**src/adcc_pkg.sv**
```systemverilog
/*
  Constants for the converter control block: register indices,
  field positions, sequencing counts and state codes.
  Assumes a 32-bit AXI4-Lite bus with 12-bit byte addresses.
*/
package adcc_pkg;

  // ==========================================================
  // Register map: printed index, byte address is four times it
  // ==========================================================
  localparam int          ADDR_W    = 12;
  localparam logic [9:0]  CTRL_IDX  = 10'h0C5;
  localparam logic [9:0]  RES_IDX   = 10'h0C6;
  localparam logic [11:0] CTRL_ADDR = {CTRL_IDX, 2'h0};
  localparam logic [11:0] RES_ADDR  = {RES_IDX, 2'h0};
  localparam logic [7:0]  CTRL_RST  = 8'h00;
  localparam logic [1:0]  RESP_OKAY = 2'h0;
  localparam logic [1:0]  RESP_ERR  = 2'h2;

  // ==========================================================
  // Control register fields
  // ==========================================================
  localparam int B_RLO1 = 7;
  localparam int B_RLO0 = 6;
  localparam int B_EXT  = 5;
  localparam int B_DONE = 4;
  localparam int B_BUSY = 3;
  localparam int CH_W   = 3;

  // ==========================================================
  // Sequencing in machine cycles
  // ==========================================================
  localparam int          RES_W     = 10;
  localparam int          INIT_MC   = 2;
  localparam int          SAMPLE_MC = 8;
  localparam int          BIT_MC    = 4;
  localparam int          CONV_MC   = INIT_MC + SAMPLE_MC + BIT_MC * RES_W;
  localparam int          CNT_W     = 6;
  localparam logic [5:0]  SMP_LAST  = 6'(SAMPLE_MC - 1);
  localparam logic [5:0]  BITS_LAST = 6'(BIT_MC * RES_W - 1);
  localparam logic [5:0]  AGE_END   = 6'(CONV_MC - 1);
  localparam logic [1:0]  DECIDE_PH = 2'h2;
  localparam logic [9:0]  SAR_MSB   = 10'h200;

  // Gray codes along idle, init, init, sample, resolve
  typedef enum logic [2:0] {
    ST_IDLE   = 3'h0,
    ST_INIT1  = 3'h1,
    ST_INIT2  = 3'h3,
    ST_SAMPLE = 3'h2,
    ST_CONV   = 3'h6
  } adcc_state_type;

endpackage : adcc_pkg

```
**src/adcc_sar.sv**
```systemverilog
/*
  Successive approximation register for the converter.
  Assumes an external DAC and comparator: cmp_above is high
  when the sampled input is at or above dac_code.
*/
`timescale 1ns/1ps
module adcc_sar (
  input  wire logic       clk,
  input  wire logic       rst_n,
  input  wire logic       ce,
  input  wire logic       load,
  input  wire logic       decide,
  input  wire logic       cmp_above,
  output logic [9:0]      dac_code
);

  logic [9:0] code_reg;
  logic [9:0] code_next;
  logic [9:0] mask_reg;
  logic [9:0] mask_next;

  // ==========================================================
  // Trial code
  // ==========================================================
  // Load starts at mid scale; each decision keeps or drops one bit
  always_comb begin
    code_next = code_reg;
    mask_next = mask_reg;
    if (load) begin
      code_next = adcc_pkg::SAR_MSB;
      mask_next = adcc_pkg::SAR_MSB;
    end else if (decide) begin
      code_next = (cmp_above ? code_reg : (code_reg & ~mask_reg))
                  | (mask_reg >> 1);
      mask_next = mask_reg >> 1;
    end
  end

  // Held while the clock enable is low
  always_ff @(posedge clk or negedge rst_n) begin
    if (!rst_n) begin
      code_reg <= 10'h000;
      mask_reg <= 10'h000;
    end else if (ce) begin
      code_reg <= code_next;
      mask_reg <= mask_next;
    end
  end

  assign dac_code = code_reg;

endmodule : adcc_sar

```
**src/adcc_top.sv**
```systemverilog
/*
  Converter control: start logic, conversion sequencer,
  control/status and result registers on AXI4-Lite.
  Assumes one clock edge per machine cycle and an external
  analog mux, DAC and comparator.
*/
// Local design decision: register access over AXI4-Lite.
`timescale 1ns/1ps
module adcc_top (
  input  wire logic        clk,
  input  wire logic        rst_n,
  input  wire logic        ce,
  input  wire logic        idle_mode,
  input  wire logic        power_down,
  input  wire logic        external_start_pin,
  input  wire logic        cmp_above,
  input  wire logic [11:0] awaddr,
  input  wire logic        awvalid,
  output logic             awready,
  input  wire logic [31:0] wdata,
  input  wire logic [3:0]  wstrb,
  input  wire logic        wvalid,
  output logic             wready,
  output logic [1:0]       bresp,
  output logic             bvalid,
  input  wire logic        bready,
  input  wire logic [11:0] araddr,
  input  wire logic        arvalid,
  output logic             arready,
  output logic [31:0]      rdata,
  output logic [1:0]       rresp,
  output logic             rvalid,
  input  wire logic        rready,
  output logic [2:0]       analog_channel_sel,
  output logic             sample_en,
  output logic [9:0]       dac_code,
  output logic             conversion_done_flag
);

  // ==========================================================
  // Helpers
  // ==========================================================
  // Address decode shared by the write and read paths
  function automatic logic is_mapped(input logic [11:0] a);
    is_mapped = (a == adcc_pkg::CTRL_ADDR) || (a == adcc_pkg::RES_ADDR);
  endfunction : is_mapped

  // ==========================================================
  // Declarations
  // ==========================================================
  logic        aw_held_reg;
  logic        aw_held_next;
  logic [11:0] aw_addr_reg;
  logic [11:0] aw_addr_next;
  logic        w_held_reg;
  logic        w_held_next;
  logic [7:0]  w_data_reg;
  logic [7:0]  w_data_next;
  logic        w_strb_reg;
  logic        w_strb_next;
  logic        bvalid_reg;
  logic        bvalid_next;
  logic [1:0]  bresp_reg;
  logic [1:0]  bresp_next;
  logic        rvalid_reg;
  logic        rvalid_next;
  logic [31:0] rdata_reg;
  logic [31:0] rdata_next;
  logic [1:0]  rresp_reg;
  logic [1:0]  rresp_next;
  logic        wr_fire;
  logic        wr_ctrl;
  logic [7:0]  ctrl_view;

  adcc_pkg::adcc_state_type state_reg;
  adcc_pkg::adcc_state_type state_next;
  logic [5:0]  cnt_reg;
  logic [5:0]  cnt_next;
  logic        start_busy_bit_reg;
  logic        start_busy_bit_next;
  logic        conversion_done_flag_reg;
  logic        conversion_done_flag_next;
  logic        external_start_enable_reg;
  logic        external_start_enable_next;
  logic [2:0]  channel_select_reg;
  logic [2:0]  channel_select_next;
  logic [7:0]  result_high_byte_reg;
  logic [7:0]  result_high_byte_next;
  logic [1:0]  result_low_reg;
  logic [1:0]  result_low_next;
  logic        pin_prev_reg;
  logic        abort;
  logic        done_after_wr;
  logic        sw_start;
  logic        ext_rise;
  logic        start_ok;
  logic        conv_end;
  logic        sar_load;
  logic        sar_decide;

  // ==========================================================
  // AXI4-Lite write channel
  // ==========================================================
  // Address and data are taken in either order and held
  assign awready = ce & ~aw_held_reg & ~bvalid_reg;
  assign wready  = ce & ~w_held_reg & ~bvalid_reg;
  assign wr_fire = aw_held_reg & w_held_reg & ~bvalid_reg;
  assign wr_ctrl = ce & wr_fire & w_strb_reg
                   & (aw_addr_reg == adcc_pkg::CTRL_ADDR);

  always_comb begin
    aw_held_next = aw_held_reg;
    aw_addr_next = aw_addr_reg;
    w_held_next  = w_held_reg;
    w_data_next  = w_data_reg;
    w_strb_next  = w_strb_reg;
    bvalid_next  = bvalid_reg;
    bresp_next   = bresp_reg;
    if (awvalid && awready) begin
      aw_held_next = 1'h1;
      aw_addr_next = awaddr;
    end
    if (wvalid && wready) begin
      w_held_next = 1'h1;
      w_data_next = wdata[7:0];
      w_strb_next = wstrb[0];
    end
    if (wr_fire) begin
      aw_held_next = 1'h0;
      w_held_next  = 1'h0;
      bvalid_next  = 1'h1;
      bresp_next   = is_mapped(aw_addr_reg) ? adcc_pkg::RESP_OKAY
                                            : adcc_pkg::RESP_ERR;
    end
    if (bvalid_reg && bready) begin
      bvalid_next = 1'h0;
    end
  end

  always_ff @(posedge clk or negedge rst_n) begin
    if (!rst_n) begin
      aw_held_reg <= 1'h0;
      aw_addr_reg <= 12'h000;
      w_held_reg  <= 1'h0;
      w_data_reg  <= 8'h00;
      w_strb_reg  <= 1'h0;
      bvalid_reg  <= 1'h0;
      bresp_reg   <= 2'h0;
    end else if (ce) begin
      aw_held_reg <= aw_held_next;
      aw_addr_reg <= aw_addr_next;
      w_held_reg  <= w_held_next;
      w_data_reg  <= w_data_next;
      w_strb_reg  <= w_strb_next;
      bvalid_reg  <= bvalid_next;
      bresp_reg   <= bresp_next;
    end
  end

  assign bvalid = bvalid_reg;
  assign bresp  = bresp_reg;

  // ==========================================================
  // AXI4-Lite read channel
  // ==========================================================
  // low bits read-only
  assign ctrl_view = {result_low_reg, external_start_enable_reg,
                      conversion_done_flag_reg, start_busy_bit_reg,
                      channel_select_reg};
  assign arready = ce & ~rvalid_reg;

  // Data is registered at the address handshake
  always_comb begin
    rvalid_next = rvalid_reg;
    rdata_next  = rdata_reg;
    rresp_next  = rresp_reg;
    if (arvalid && arready) begin
      rvalid_next = 1'h1;
      rresp_next  = is_mapped(araddr) ? adcc_pkg::RESP_OKAY
                                      : adcc_pkg::RESP_ERR;
      if (araddr == adcc_pkg::CTRL_ADDR) begin
        rdata_next = {24'h000000, ctrl_view};
      end else if (araddr == adcc_pkg::RES_ADDR) begin
        rdata_next = {24'h000000, result_high_byte_reg};
      end else begin
        rdata_next = 32'h00000000;
      end
    end else if (rvalid_reg && rready) begin
      rvalid_next = 1'h0;
    end
  end

  always_ff @(posedge clk or negedge rst_n) begin
    if (!rst_n) begin
      rvalid_reg <= 1'h0;
      rdata_reg  <= 32'h00000000;
      rresp_reg  <= 2'h0;
    end else if (ce) begin
      rvalid_reg <= rvalid_next;
      rdata_reg  <= rdata_next;
      rresp_reg  <= rresp_next;
    end
  end

  assign rvalid = rvalid_reg;
  assign rdata  = rdata_reg;
  assign rresp  = rresp_reg;

  // ==========================================================
  // Start qualification
  // ==========================================================
  // idle or power-down abort
  assign abort = idle_mode | power_down;
  assign done_after_wr = wr_ctrl ? (conversion_done_flag_reg
                                    & w_data_reg[adcc_pkg::B_DONE])
                                 : conversion_done_flag_reg;
  assign sw_start = wr_ctrl & w_data_reg[adcc_pkg::B_BUSY];
  assign ext_rise = external_start_enable_reg & external_start_pin
                    & ~pin_prev_reg;
  assign start_ok = (state_reg == adcc_pkg::ST_IDLE) & ~start_busy_bit_reg
                    & ~done_after_wr & ~abort & (sw_start | ext_rise);
  assign conv_end = ~abort & (state_reg == adcc_pkg::ST_CONV)
                    & (cnt_reg == adcc_pkg::BITS_LAST);
  assign sar_decide = ce & ~abort & (state_reg == adcc_pkg::ST_CONV)
                      & (cnt_reg[1:0] == adcc_pkg::DECIDE_PH);

  // ==========================================================
  // Conversion sequencer and registers
  // ==========================================================
  // result kept while done
  // Abort leaves the done flag and result alone
  always_comb begin
    state_next                 = state_reg;
    cnt_next                   = cnt_reg;
    start_busy_bit_next        = start_busy_bit_reg;
    conversion_done_flag_next  = done_after_wr;
    external_start_enable_next = external_start_enable_reg;
    channel_select_next        = channel_select_reg;
    result_high_byte_next      = result_high_byte_reg;
    result_low_next            = result_low_reg;
    sar_load                   = 1'h0;
    if (wr_ctrl) begin
      external_start_enable_next = w_data_reg[adcc_pkg::B_EXT];
      if (!conversion_done_flag_reg && !start_busy_bit_reg) begin
        channel_select_next = w_data_reg[adcc_pkg::CH_W-1:0];
      end
    end
    unique case (state_reg)
      adcc_pkg::ST_IDLE: begin
        if (start_ok) begin
          state_next          = adcc_pkg::ST_INIT1;
          cnt_next            = 6'h00;
          start_busy_bit_next = start_busy_bit_reg | sw_start;
        end
      end
      adcc_pkg::ST_INIT1: begin
        state_next          = adcc_pkg::ST_INIT2;
        start_busy_bit_next = 1'h1;
      end
      adcc_pkg::ST_INIT2: begin
        state_next = adcc_pkg::ST_SAMPLE;
        cnt_next   = 6'h00;
      end
      adcc_pkg::ST_SAMPLE: begin
        cnt_next = 6'(cnt_reg + 6'h01);
        if (cnt_reg == adcc_pkg::SMP_LAST) begin
          state_next = adcc_pkg::ST_CONV;
          cnt_next   = 6'h00;
          sar_load   = 1'h1;
        end
      end
      adcc_pkg::ST_CONV: begin
        cnt_next = 6'(cnt_reg + 6'h01);
        if (conv_end) begin
          // result in, busy out, done set
          state_next                = adcc_pkg::ST_IDLE;
          start_busy_bit_next       = 1'h0;
          conversion_done_flag_next = 1'h1;
          result_high_byte_next     = dac_code[9:2];
          result_low_next           = dac_code[1:0];
        end
      end
      default: begin
        state_next = adcc_pkg::ST_IDLE;
      end
    endcase
    if (abort) begin
      state_next          = adcc_pkg::ST_IDLE;
      start_busy_bit_next = 1'h0;
      sar_load            = 1'h0;
    end
  end

  // Whole state frozen while the clock enable is low
  always_ff @(posedge clk or negedge rst_n) begin
    if (!rst_n) begin
      state_reg                 <= adcc_pkg::ST_IDLE;
      cnt_reg                   <= 6'h00;
      start_busy_bit_reg        <= adcc_pkg::CTRL_RST[adcc_pkg::B_BUSY];
      conversion_done_flag_reg  <= adcc_pkg::CTRL_RST[adcc_pkg::B_DONE];
      external_start_enable_reg <= adcc_pkg::CTRL_RST[adcc_pkg::B_EXT];
      channel_select_reg        <= adcc_pkg::CTRL_RST[adcc_pkg::CH_W-1:0];
      result_high_byte_reg      <= 8'h00;
      result_low_reg            <= adcc_pkg::CTRL_RST[7:6];
      pin_prev_reg              <= 1'h0;
    end else if (ce) begin
      state_reg                 <= state_next;
      cnt_reg                   <= cnt_next;
      start_busy_bit_reg        <= start_busy_bit_next;
      conversion_done_flag_reg  <= conversion_done_flag_next;
      external_start_enable_reg <= external_start_enable_next;
      channel_select_reg        <= channel_select_next;
      result_high_byte_reg      <= result_high_byte_next;
      result_low_reg            <= result_low_next;
      pin_prev_reg              <= external_start_pin;
    end
  end

  // ==========================================================
  // Analog side
  // ==========================================================
  // binary code straight to the mux
  assign analog_channel_sel   = channel_select_reg;
  assign sample_en            = (state_reg == adcc_pkg::ST_SAMPLE);
  assign conversion_done_flag = conversion_done_flag_reg;

  adcc_sar u_sar (
    .clk       (clk),
    .rst_n     (rst_n),
    .ce        (ce),
    .load      (sar_load),
    .decide    (sar_decide),
    .cmp_above (cmp_above),
    .dac_code  (dac_code)
  );

  // ==========================================================
  // Checks
  // ==========================================================
  // Age is the index of the current conversion cycle, 0 in the first
  logic [5:0] age_reg;
  always_ff @(posedge clk or negedge rst_n) begin
    if (!rst_n) begin
      age_reg <= 6'h00;
    end else if (ce) begin
      age_reg <= (state_reg == adcc_pkg::ST_IDLE) ? 6'h00
                 : 6'(age_reg + 6'h01);
    end
  end
endmodule : adcc_top

```
**config.mk**
```make
export PLATFORM = sky130hd
export DESIGN_NAME = adcc_top
export DESIGN_NICKNAME = d
export VERILOG_FILES = /design/src/adcc_pkg.sv /design/src/adcc_sar.sv /design/src/adcc_top.sv
export SDC_FILE = /design/constraint.sdc
export NUM_CORES = 1
export LEC_CHECK = 0
export BUFFER_PORTS_ARGS = -buffer_cell sky130_fd_sc_hd__buf_2
export CORE_AREA = 5 5 125 68
export DETAILED_ROUTE_END_ITERATION = 12
export DIE_AREA = 0 0 130 73
export GPL_TIMING_DRIVEN = 0
export PLACE_DENSITY = 0.94
export REMOVE_ABC_BUFFERS = 1
export SETUP_SLACK_MARGIN = 0.05
export SYNTH_ARGS = -nofsm -noshare
export SYNTH_HDL_FRONTEND = slang
export SYNTH_SLANG_ARGS = --single-unit
```
**constraint.sdc**
```tcl
create_clock -name clk -period 4.9 [get_ports clk]
set_input_delay 0.49 -clock clk [delete_from_list [all_inputs] [get_ports clk]]
set_output_delay 0.49 -clock clk [all_outputs]
set_load 0.05 [all_outputs]
```
==> flow_summary.toml, run 1 <==
[sta]
timing.fmax_ghz = 0.389
setup_viol = 0
finalSetupTns_ns = 0
finalMaxSlewViolations = 0
worst_slew_pin_slew_ns = 0.966
max_slew_margin_pct = 35.2
finalCritPeriodShare_pct = 52.5
fin_skew_ns = 0.00617
fin_ws_ns = 2.33
min_period_ns = 2.57
rsz0062_at_grt = "false"
hold_viol = 0

[routing]
drtIter0Drc = 204
drcViolationCount = 0
wirelength_um = 8980
dr_total_vias = 2962
vias_per_cell = 5.46
firstDrtPassIters = 6
wire_per_inst_um = 16.6
ant_nets = 0

[floorplan]
die_x_um = 130
die_y_um = 73
rows = 23
die_area_um2 = 9490
pin_count = 128
start_util_pct = 51.9
core_area_um2 = 7480

[synthesis]
synthCells = 368
synthFlopType = "dfrtp_1"
yosysSeqAreaShare_pct = 50.9
ys_warn_count = 0
async_flop_share_pct = 100
syn_area_per_cell_um2 = 10.6
synth-seq-cells = 79
synth_edf_count = 0
synth_area_um2 = 3880
synth_cell_types = 52

[critical_path]
path_buf_inv = 0
crit_type = "reg2reg"
critical-path-top-delay-family = "simple AND/OR/NAND/NOR gates"
worstReg2RegStart = "cnt_reg[1]"
rrSetupSlack_ns = 2.33
end_kind = "flop"
worst-endpoint-required_ns = 5.08
critical-path-slowest-cell = "nor4_4"
crit_path_start_kind = "flop"
slowest_delay_ns = 0.78
crit_fanout = 17
cp_cell_sequence = "ha_1, nand4bb_4, nor4_4, nor2_1, o21ai_0, a21oi_1"
crit_start = "cnt_reg[1]"
timing.rr.end = "u_sar.dac_code[8]"
ff2ff_path_depth = 6
cp.arrival_ns = 2.75

[place]
dp_hpwl_um = 6670
io_buffer_count = 72
postPlaceCellArea_um2 = 4230
pre_cts_ws_ns = 2.23
place.gp.congestion = 0.834

[clocking]
cts_setup_buffers = 0
clkSinkCount = 79
clockBufferDepth = 2
ctsResizeCount = 0
cts_inserted_buffers = 9
path_clk_slew_ns = 0.06
clock_tree.root_cell = "clkbuf_16"
clk_latency_ns = 0.34
cts_max_level = 3
cts_tree = "yes"
cts_hold_buf = 0

[global_routing]
grt_pass1_wl_um = 14200
grt_max_degree = 50
grt_usage_pct = 19.6
overflow = 0
antenna_found_initial = 0
grt_pass1_vias = 2883

[outcome]
status = "finished, final reports clean"

[pwr]
power_frac_comb_pct = 23.3
sequentialPowerShare_pct = 42.6
p_int_mw = 1.42
switching_share_pct = 32.0
irDropWorstVdd_v = 0.000312
power.leakage_nw = 2.16
pwr-share-clk_pct = 34.2
power.switching_mw = 0.668
power_density_nw_per_um2 = 458

[finish]
stdcell_area_um2 = 4550
largest_reg_flops = 12
n_antenna_cell = 0
num-nets-final = 511
synthToLayoutAreaGrowth_pct = 17.3
drive_above_1_share_pct = 29.4

[worst_hold_path]
hp-class = "in2async"

[run]
cap_violations = 0
## per-stage QoR
stage               instances  hold WS (ns)  power, mW  utilization, %
detailed placement        526         0.459       1.38            56.6
finish                    542        0.0889       2.09            60.9
floorplan                 353         0.194       1.24               -
global placement          525         0.457       1.34            56.1
global route              542         0.123       2.18            60.9
CTS                       542         0.100       2.10            60.9
## cells by family after synthesis
logic type / Yosys count / share of synthesized area (%)
other cells: 1 / 0.0966
simple gates: 120 / 17.3
compound gates: 77 / 11.7
mux: 41 / 11.7
flops: 79 / 50.9
buf+inv: 47 / 7.51
xor+xnor: 1 / 0.226
fa+ha+maj: 2 / 0.644
## power groups by stage
stage                     logic (mW)  registers [mW]  clock network (mW)
after floorplan                0.319           0.919                   0
after global placement         0.461           0.882                   0
final                          0.486           0.888               0.714
after detailed placement       0.487           0.894                   0
after global routing           0.525           0.902               0.754
after CTS                      0.489           0.885               0.727
## per-layer routing
layer  part of all wire, %  wire length [um]  global-route usage [%]  up-vias
met2                    44              3940                    28.9      122
met3                   8.7               777                    6.94       13
li1                      -                 -                       -     1382
met1                    46              4160                    27.4     1445
met4                   1.1               102                    5.76        0
met5                     0                 0                       0        -
## layout by cell type, fill, tap and decap left out, drive strengths merged, types with 3 or more instances in the layout
master  count
or2         4
inv         8
clkbuf     10
nor3        5
mux2       34
nand3b      3
a31oi       4
buf        73
nand2b     14
mux2i       7
nor4        6
conb       26
nand3       6
dfrtp      79
a22oi       8
nand2      33
nor2       29
a21oi      24
and2        5
o21ai      27
## worst max path at each step
stage	endpoint	depth (start not counted)	slack, ns
2_1_floorplan	aw_addr_reg[0]	4	2.44
3_3_place_gp	result_high_byte_reg[5]	4	2.04
3_5_place_dp	u_sar.dac_code[8]	6	2.23
4_1_cts	u_sar.dac_code[8]	6	2.35
5_1_grt	u_sar.dac_code[1]	6	2.12
6_report	u_sar.dac_code[8]	6	2.33
## cells in the mapped netlist (2+ instances only)
cell	n	area share [%]
a31oi_1	4	0.64
o22ai_1	2	0.32
inv_1	7	0.68
and3_1	2	0.32
and2_1	5	0.81
mux2_2	34	9.9
or2_2	2	0.32
ha_1	2	0.64
nor2b_1	2	0.32
a22oi_1	8	1.5
nand2_1	33	3.2
nor3_1	4	0.52
a211o_1	2	0.45
nand3b_1	2	0.39
nor4bb_1	2	0.52
nor4_1	4	0.64
mux2i_1	7	1.8
nor4b_1	2	0.45
clkbuf_1	4	0.39
buf_4	28	5.4
nor2_1	29	2.8
dfrtp_1	79	51
and3b_1	2	0.45
nand3_1	6	0.77
nand2b_1	14	2.3
or2_1	2	0.32
o21ai_0	26	3.4
buf_2	7	0.90
a21oi_1	24	3.1
## area by class of cell
| cell class | instances | area [um2] |
|---|---|---|
| timing repair buffer | 73 | 390 |
| fill | 610 | 2930 |
| multi-input combinational | 267 | 1710 |
| clock buffer | 10 | 229 |
| clock inverter | 6 | 92.6 |
| tap | 100 | 125 |
| inverter | 7 | 26.3 |
| sequential | 79 | 1980 |
Power figures use the tool's default switching activity.
==> run 2, diff against run 1 <==
CORE_AREA = 5 5 130 70   (was 5 5 125 68)
DIE_AREA = 0 0 135 75   (was 0 0 130 73)
PLACE_DENSITY = 0.89   (was 0.94)
clock period = 2.4 ns   (was 4.9 ns; I/O delays follow)
==> flow_summary.toml, run 2 (synthesis results as in run 1) <==
[outcome]
status = "finished, final reports clean"

[pwr]
pwr-share-clk_pct = 31.9
switching_share_pct = 34.1
power_density_nw_per_um2 = 901
irDropWorstVdd_v = 0.000684
power_frac_comb_pct = 24.3
sequentialPowerShare_pct = 43.8
p_int_mw = 2.73
power.total_mw = 4.14
power.leakage_nw = 2.20
power.switching_mw = 1.41

[floorplan]
core_area_um2 = 7800
die_area_um2 = 10100
rows = 23
die_x_um = 135
start_util_pct = 49.8
die_y_um = 75
pin_count = 128

[routing]
ant_nets = 0
drtIter0Drc = 255
drcViolationCount = 0
firstDrtPassIters = 5
wire_per_inst_um = 16.9
vias_per_cell = 5.45
dr_total_vias = 3045
wirelength_um = 9460

[critical_path]
end_kind = "flop"
slowest_delay_ns = 0.53
cp_cell_sequence = "or2_2, nor4_4, buf_4, or2_1, nand2_1, a21oi_1"
cp.arrival_ns = 2.48
path_buf_inv = 1
worst-endpoint-required_ns = 2.66
crit_path_start_kind = "flop"
crit_type = "reg2reg"
critical-path-top-delay-family = "simple AND/OR/NAND/NOR gates"
rrSetupSlack_ns = 0.18
crit_fanout = 13
critical-path-slowest-cell = "dfrtp_1"

[finish]
num-nets-final = 516
mostFrequentLayoutCells = "dfrtp_1 (79), buf_2 (71), mux2_2 (34)"
synthToLayoutAreaGrowth_pct = 18.2
n_antenna_cell = 0
drive_above_1_share_pct = 30.2
stdcell_area_um2 = 4590
layout_commonest_cell = "dfrtp_1"
largest_reg_flops = 12

[sta]
fin_ws_ns = 0.181
finalSetupTns_ns = 0
finalCritPeriodShare_pct = 92.5
whs_ns = 0.130
max_slew_margin_pct = 48.4
fin_skew_ns = 0.00588
rsz0062_at_grt = "false"
min_period_ns = 2.22
setup_viol = 0
timing.fmax_ghz = 0.451
finalMaxSlewViolations = 0
hold_viol = 0
worst_slew_pin_slew_ns = 0.771

[clocking]
cts_inserted_buffers = 9
cts_tree = "yes"
clock_tree.root_cell = "clkbuf_16"
clockBufferDepth = 2
path_clk_slew_ns = 0.06
clk_latency_ns = 0.34
cts_max_level = 3
clkSinkCount = 79

[worst_hold_path]
hp-class = "in2reg"

[place]
dp_hpwl_um = 6990
postPlaceCellArea_um2 = 4250
pre_cts_ws_ns = -0.0972
place.gp.congestion = 0.866
io_buffer_count = 72

[global_routing]
grt_pass1_wl_um = 15400
grt_usage_pct = 20.0
grt_max_degree = 58
overflow = 0
antenna_found_initial = 0
grt_pass1_vias = 3065

[run]
cap_violations = 0
[run 2: cell count changes in the layout (fill, tap and decap cells not counted), sizes merged]
| cell | before | now |
|---|---|---|
| buf | 73 | 77 |
| bufinv | 2 | 0 |
| inv | 8 | 10 |
| clkinv | 1 | 0 |
| clkinvlp | 2 | 3 |
| dlygate4sd3 | 0 | 1 |
[run 2: what timing repair did]
| action | in CTS | in global routing |
|---|---|---|
| hold endpoints to repair | 22 | 0 |
| pin swaps | 1 | 0 |
| gates resized for setup | 1 | 1 |
| buffers inserted | 4 | 0 |
| hold buffers | 1 | 0 |
| endpoints found under the setup margin | 21 | 11 |
[run 2: metrics by stage]
| stage | std cells | utilization (%) |
|---|---|---|
| 6_report | 559 | 58.9 |
| 5_1_grt | 559 | 58.9 |
| 4_1_cts | 559 | 58.8 |
| 3_5_place_dp | 538 | 54.5 |
| 3_3_place_gp | 537 | 54.0 |
| 2_1_floorplan | 353 | - |
[run 2: final timing paths]
path,from,end,depth (start not counted)
setup / recovery,state_reg[2],u_sar.dac_code[6],6
hold / removal,wdata[3],w_data_reg[3],2
setup reg to reg,state_reg[2],u_sar.dac_code[6],6
hold reg to reg,rdata[5],rdata[5],2
max in group asynchronous,rst_n,rdata[0],3
min in group asynchronous,rst_n,rvalid,2
[run 2: layout make-up]
type                            count  area, um2
Clock buffer                       10        239
Tap cell                          112        140
Multi-Input combinational cell    267       1730
Inverter                            7       26.3
Sequential cell                    79       1980
Clock inverter                      6       51.3
Fill cell                         657       3210
Timing Repair Buffer               78        430
[run 2: per-layer routing]
metal	part of all wire [%]	track usage [%]	wire (um)
met1	46	27.3	4310
met2	43	28.9	4100
met3	9.5	8.14	901
met4	1.6	7.60	150
met5	0	0	0
[run 2: power by group through the flow]
stage          combinational, mW  clock [mW]  sequential (mW)
2_1_floorplan              0.652           0             1.88
3_3_place_gp               0.948           0             1.80
3_5_place_dp               0.999           0             1.83
4_1_cts                     1.01        1.34             1.81
5_1_grt                     1.09        1.40             1.85
6_report                    1.01        1.32             1.81
==> run 3, diff against run 2 <==
CAP_MARGIN = 0   (was not set)
CORE_AREA = 5 5 125 68   (was 5 5 130 70)
DIE_AREA = 0 0 130 73   (was 0 0 135 75)
PLACE_DENSITY = 0.94   (was 0.89)
clock period = 2.61 ns   (was 2.4 ns; I/O delays follow)
==> flow_summary.toml, run 3 (synthesis results as in run 1) <==
[routing]
vias_per_cell = 5.51
dr_total_vias = 3006
wirelength_um = 8980
ant_nets = 0
firstDrtPassIters = 5
drtIter0Drc = 235
wire_per_inst_um = 16.5
drcViolationCount = 0

[global_routing]
overflow = 0
grt_pass1_vias = 2885
grt_usage_pct = 19.6
antenna_found_initial = 0
grt_max_degree = 50
grt_pass1_wl_um = 14200

[sta]
min_period_ns = 2.39
max_slew_margin_pct = 36.0
worst_slew_pin_slew_ns = 0.955
setup_viol = 0
hold_viol = 0
fin_ws_ns = 0.215
rsz0062_at_grt = "true"
fin_skew_ns = 0.00690
finalCritPeriodShare_pct = 91.8
finalMaxSlewViolations = 0
timing.fmax_ghz = 0.418

[critical_path]
crit_path_start_kind = "flop"
end_kind = "flop"
crit_fanout = 11
cp.arrival_ns = 2.61
crit_type = "reg2reg"
worst-endpoint-required_ns = 2.83

[pwr]
irDropWorstVdd_v = 0.000587
power.leakage_nw = 2.18
power_density_nw_per_um2 = 854

[finish]
stdcell_area_um2 = 4590
num-nets-final = 515
mostFrequentLayoutCells = "dfrtp_1 (79), buf_2 (71), mux2_2 (34)"
drive_above_1_share_pct = 29.8
layout_commonest_cell = "dfrtp_1"
largest_reg_flops = 12
synthToLayoutAreaGrowth_pct = 18.1
n_antenna_cell = 0
final_cells = 546

[clocking]
cts_max_level = 3
cts_tree = "yes"
clk_latency_ns = 0.34
clock_tree.root_cell = "clkbuf_16"
clkSinkCount = 79
clockBufferDepth = 2
path_clk_slew_ns = 0.06
cts_inserted_buffers = 9

[floorplan]
die_area_um2 = 9490
rows = 23
pin_count = 128
core_area_um2 = 7480
die_x_um = 130
start_util_pct = 51.9
die_y_um = 73

[place]
postPlaceCellArea_um2 = 4230
placed_cells = 526
place.gp.congestion = 0.834
dp_hpwl_um = 6670
io_buffer_count = 72
pre_cts_ws_ns = 0.0895

[outcome]
status = "finished, final reports clean"

[worst_hold_path]
hp-class = "in2reg"

[run]
cap_violations = 0
[run 3: cell count changes in the layout (fill, tap and decap cells not counted), sizes merged]
| cell | change |
|---|---|
| clkinvlp | -1 |
| buf | -1 |
| clkinv | +1 |
| inv | -2 |
| bufinv | +2 |
[run 3: power breakdown]
group | total, mW | switching [mW] | leakage, nW | internal, mW
combinational | 0.915 | 0.554 | 1.01 | 0.361
sequential | 1.67 | 0.202 | 1.02 | 1.46
clock | 1.34 | 0.496 | 0.149 | 0.842
[run 3: final timing paths]
path                       cells past startpoint  slack [ns]  startpoint                       to
max in group asynchronous                      3        1.62       rst_n    analog_channel_sel[1]
min                                            2        0.16   awaddr[9]           aw_addr_reg[9]
min in group asynchronous                      2        0.42       rst_n               cnt_reg[2]
min reg2reg                                    2        0.47    rdata[6]                 rdata[6]
max reg2reg                                    6        0.22  cnt_reg[1]  result_high_byte_reg[5]
max                                            6        0.22  cnt_reg[1]  result_high_byte_reg[5]
[run 3: metal layers]
metal  part of all wire [%]  GRT usage, %  wire length [um]  up-vias
met5                      0             0                 0        -
met1                     46          27.4              4110     1475
met3                    9.4          6.87               846       13
met2                     44          28.9              3920      130
li1                       -             -                 -     1388
met4                    1.2          5.76               106        0
[run 3: critical path, stage by stage (launching register included)]
cell and delay (ns):
dfrtp_1 0.43, ha_1 0.29, nand4bb_4 0.16, nor2_1 0.16, nand2_1 0.08, nor3_2 0.74
mux2_2 0.42
[run 3: area by class of cell]
type,count,area [um2]
Sequential cell,79,1980
Clock inverter,6,92.6
Inverter,7,26.3
Timing Repair Buffer,77,423
Tap cell,100,125
Clock buffer,10,229
Fill cell,606,2900
Multi-Input combinational cell,267,1710
[run 3: metrics by stage]
stage / utilization [%] / total power [mW] / hold WS [ns] / TNS [ns]
5_1_grt: 61.3 / 4.10 / 0.141 / 0
6_report: 61.3 / 3.92 / 0.156 / 0
2_1_floorplan: - / 2.33 / -0.0346 / 0
3_3_place_gp: 56.1 / 2.52 / 0.457 / -2.13
4_1_cts: 61.0 / 3.94 / 0.146 / 0
3_5_place_dp: 56.6 / 2.59 / 0.230 / 0
[run 3: timing repair]
item                                    CTS  global route
setup buffers                             0             3
resized for setup                         0             0
endpoints found under the hold margin    30             0
hold buffers                              1             0
endpoints found under the setup margin    0            11
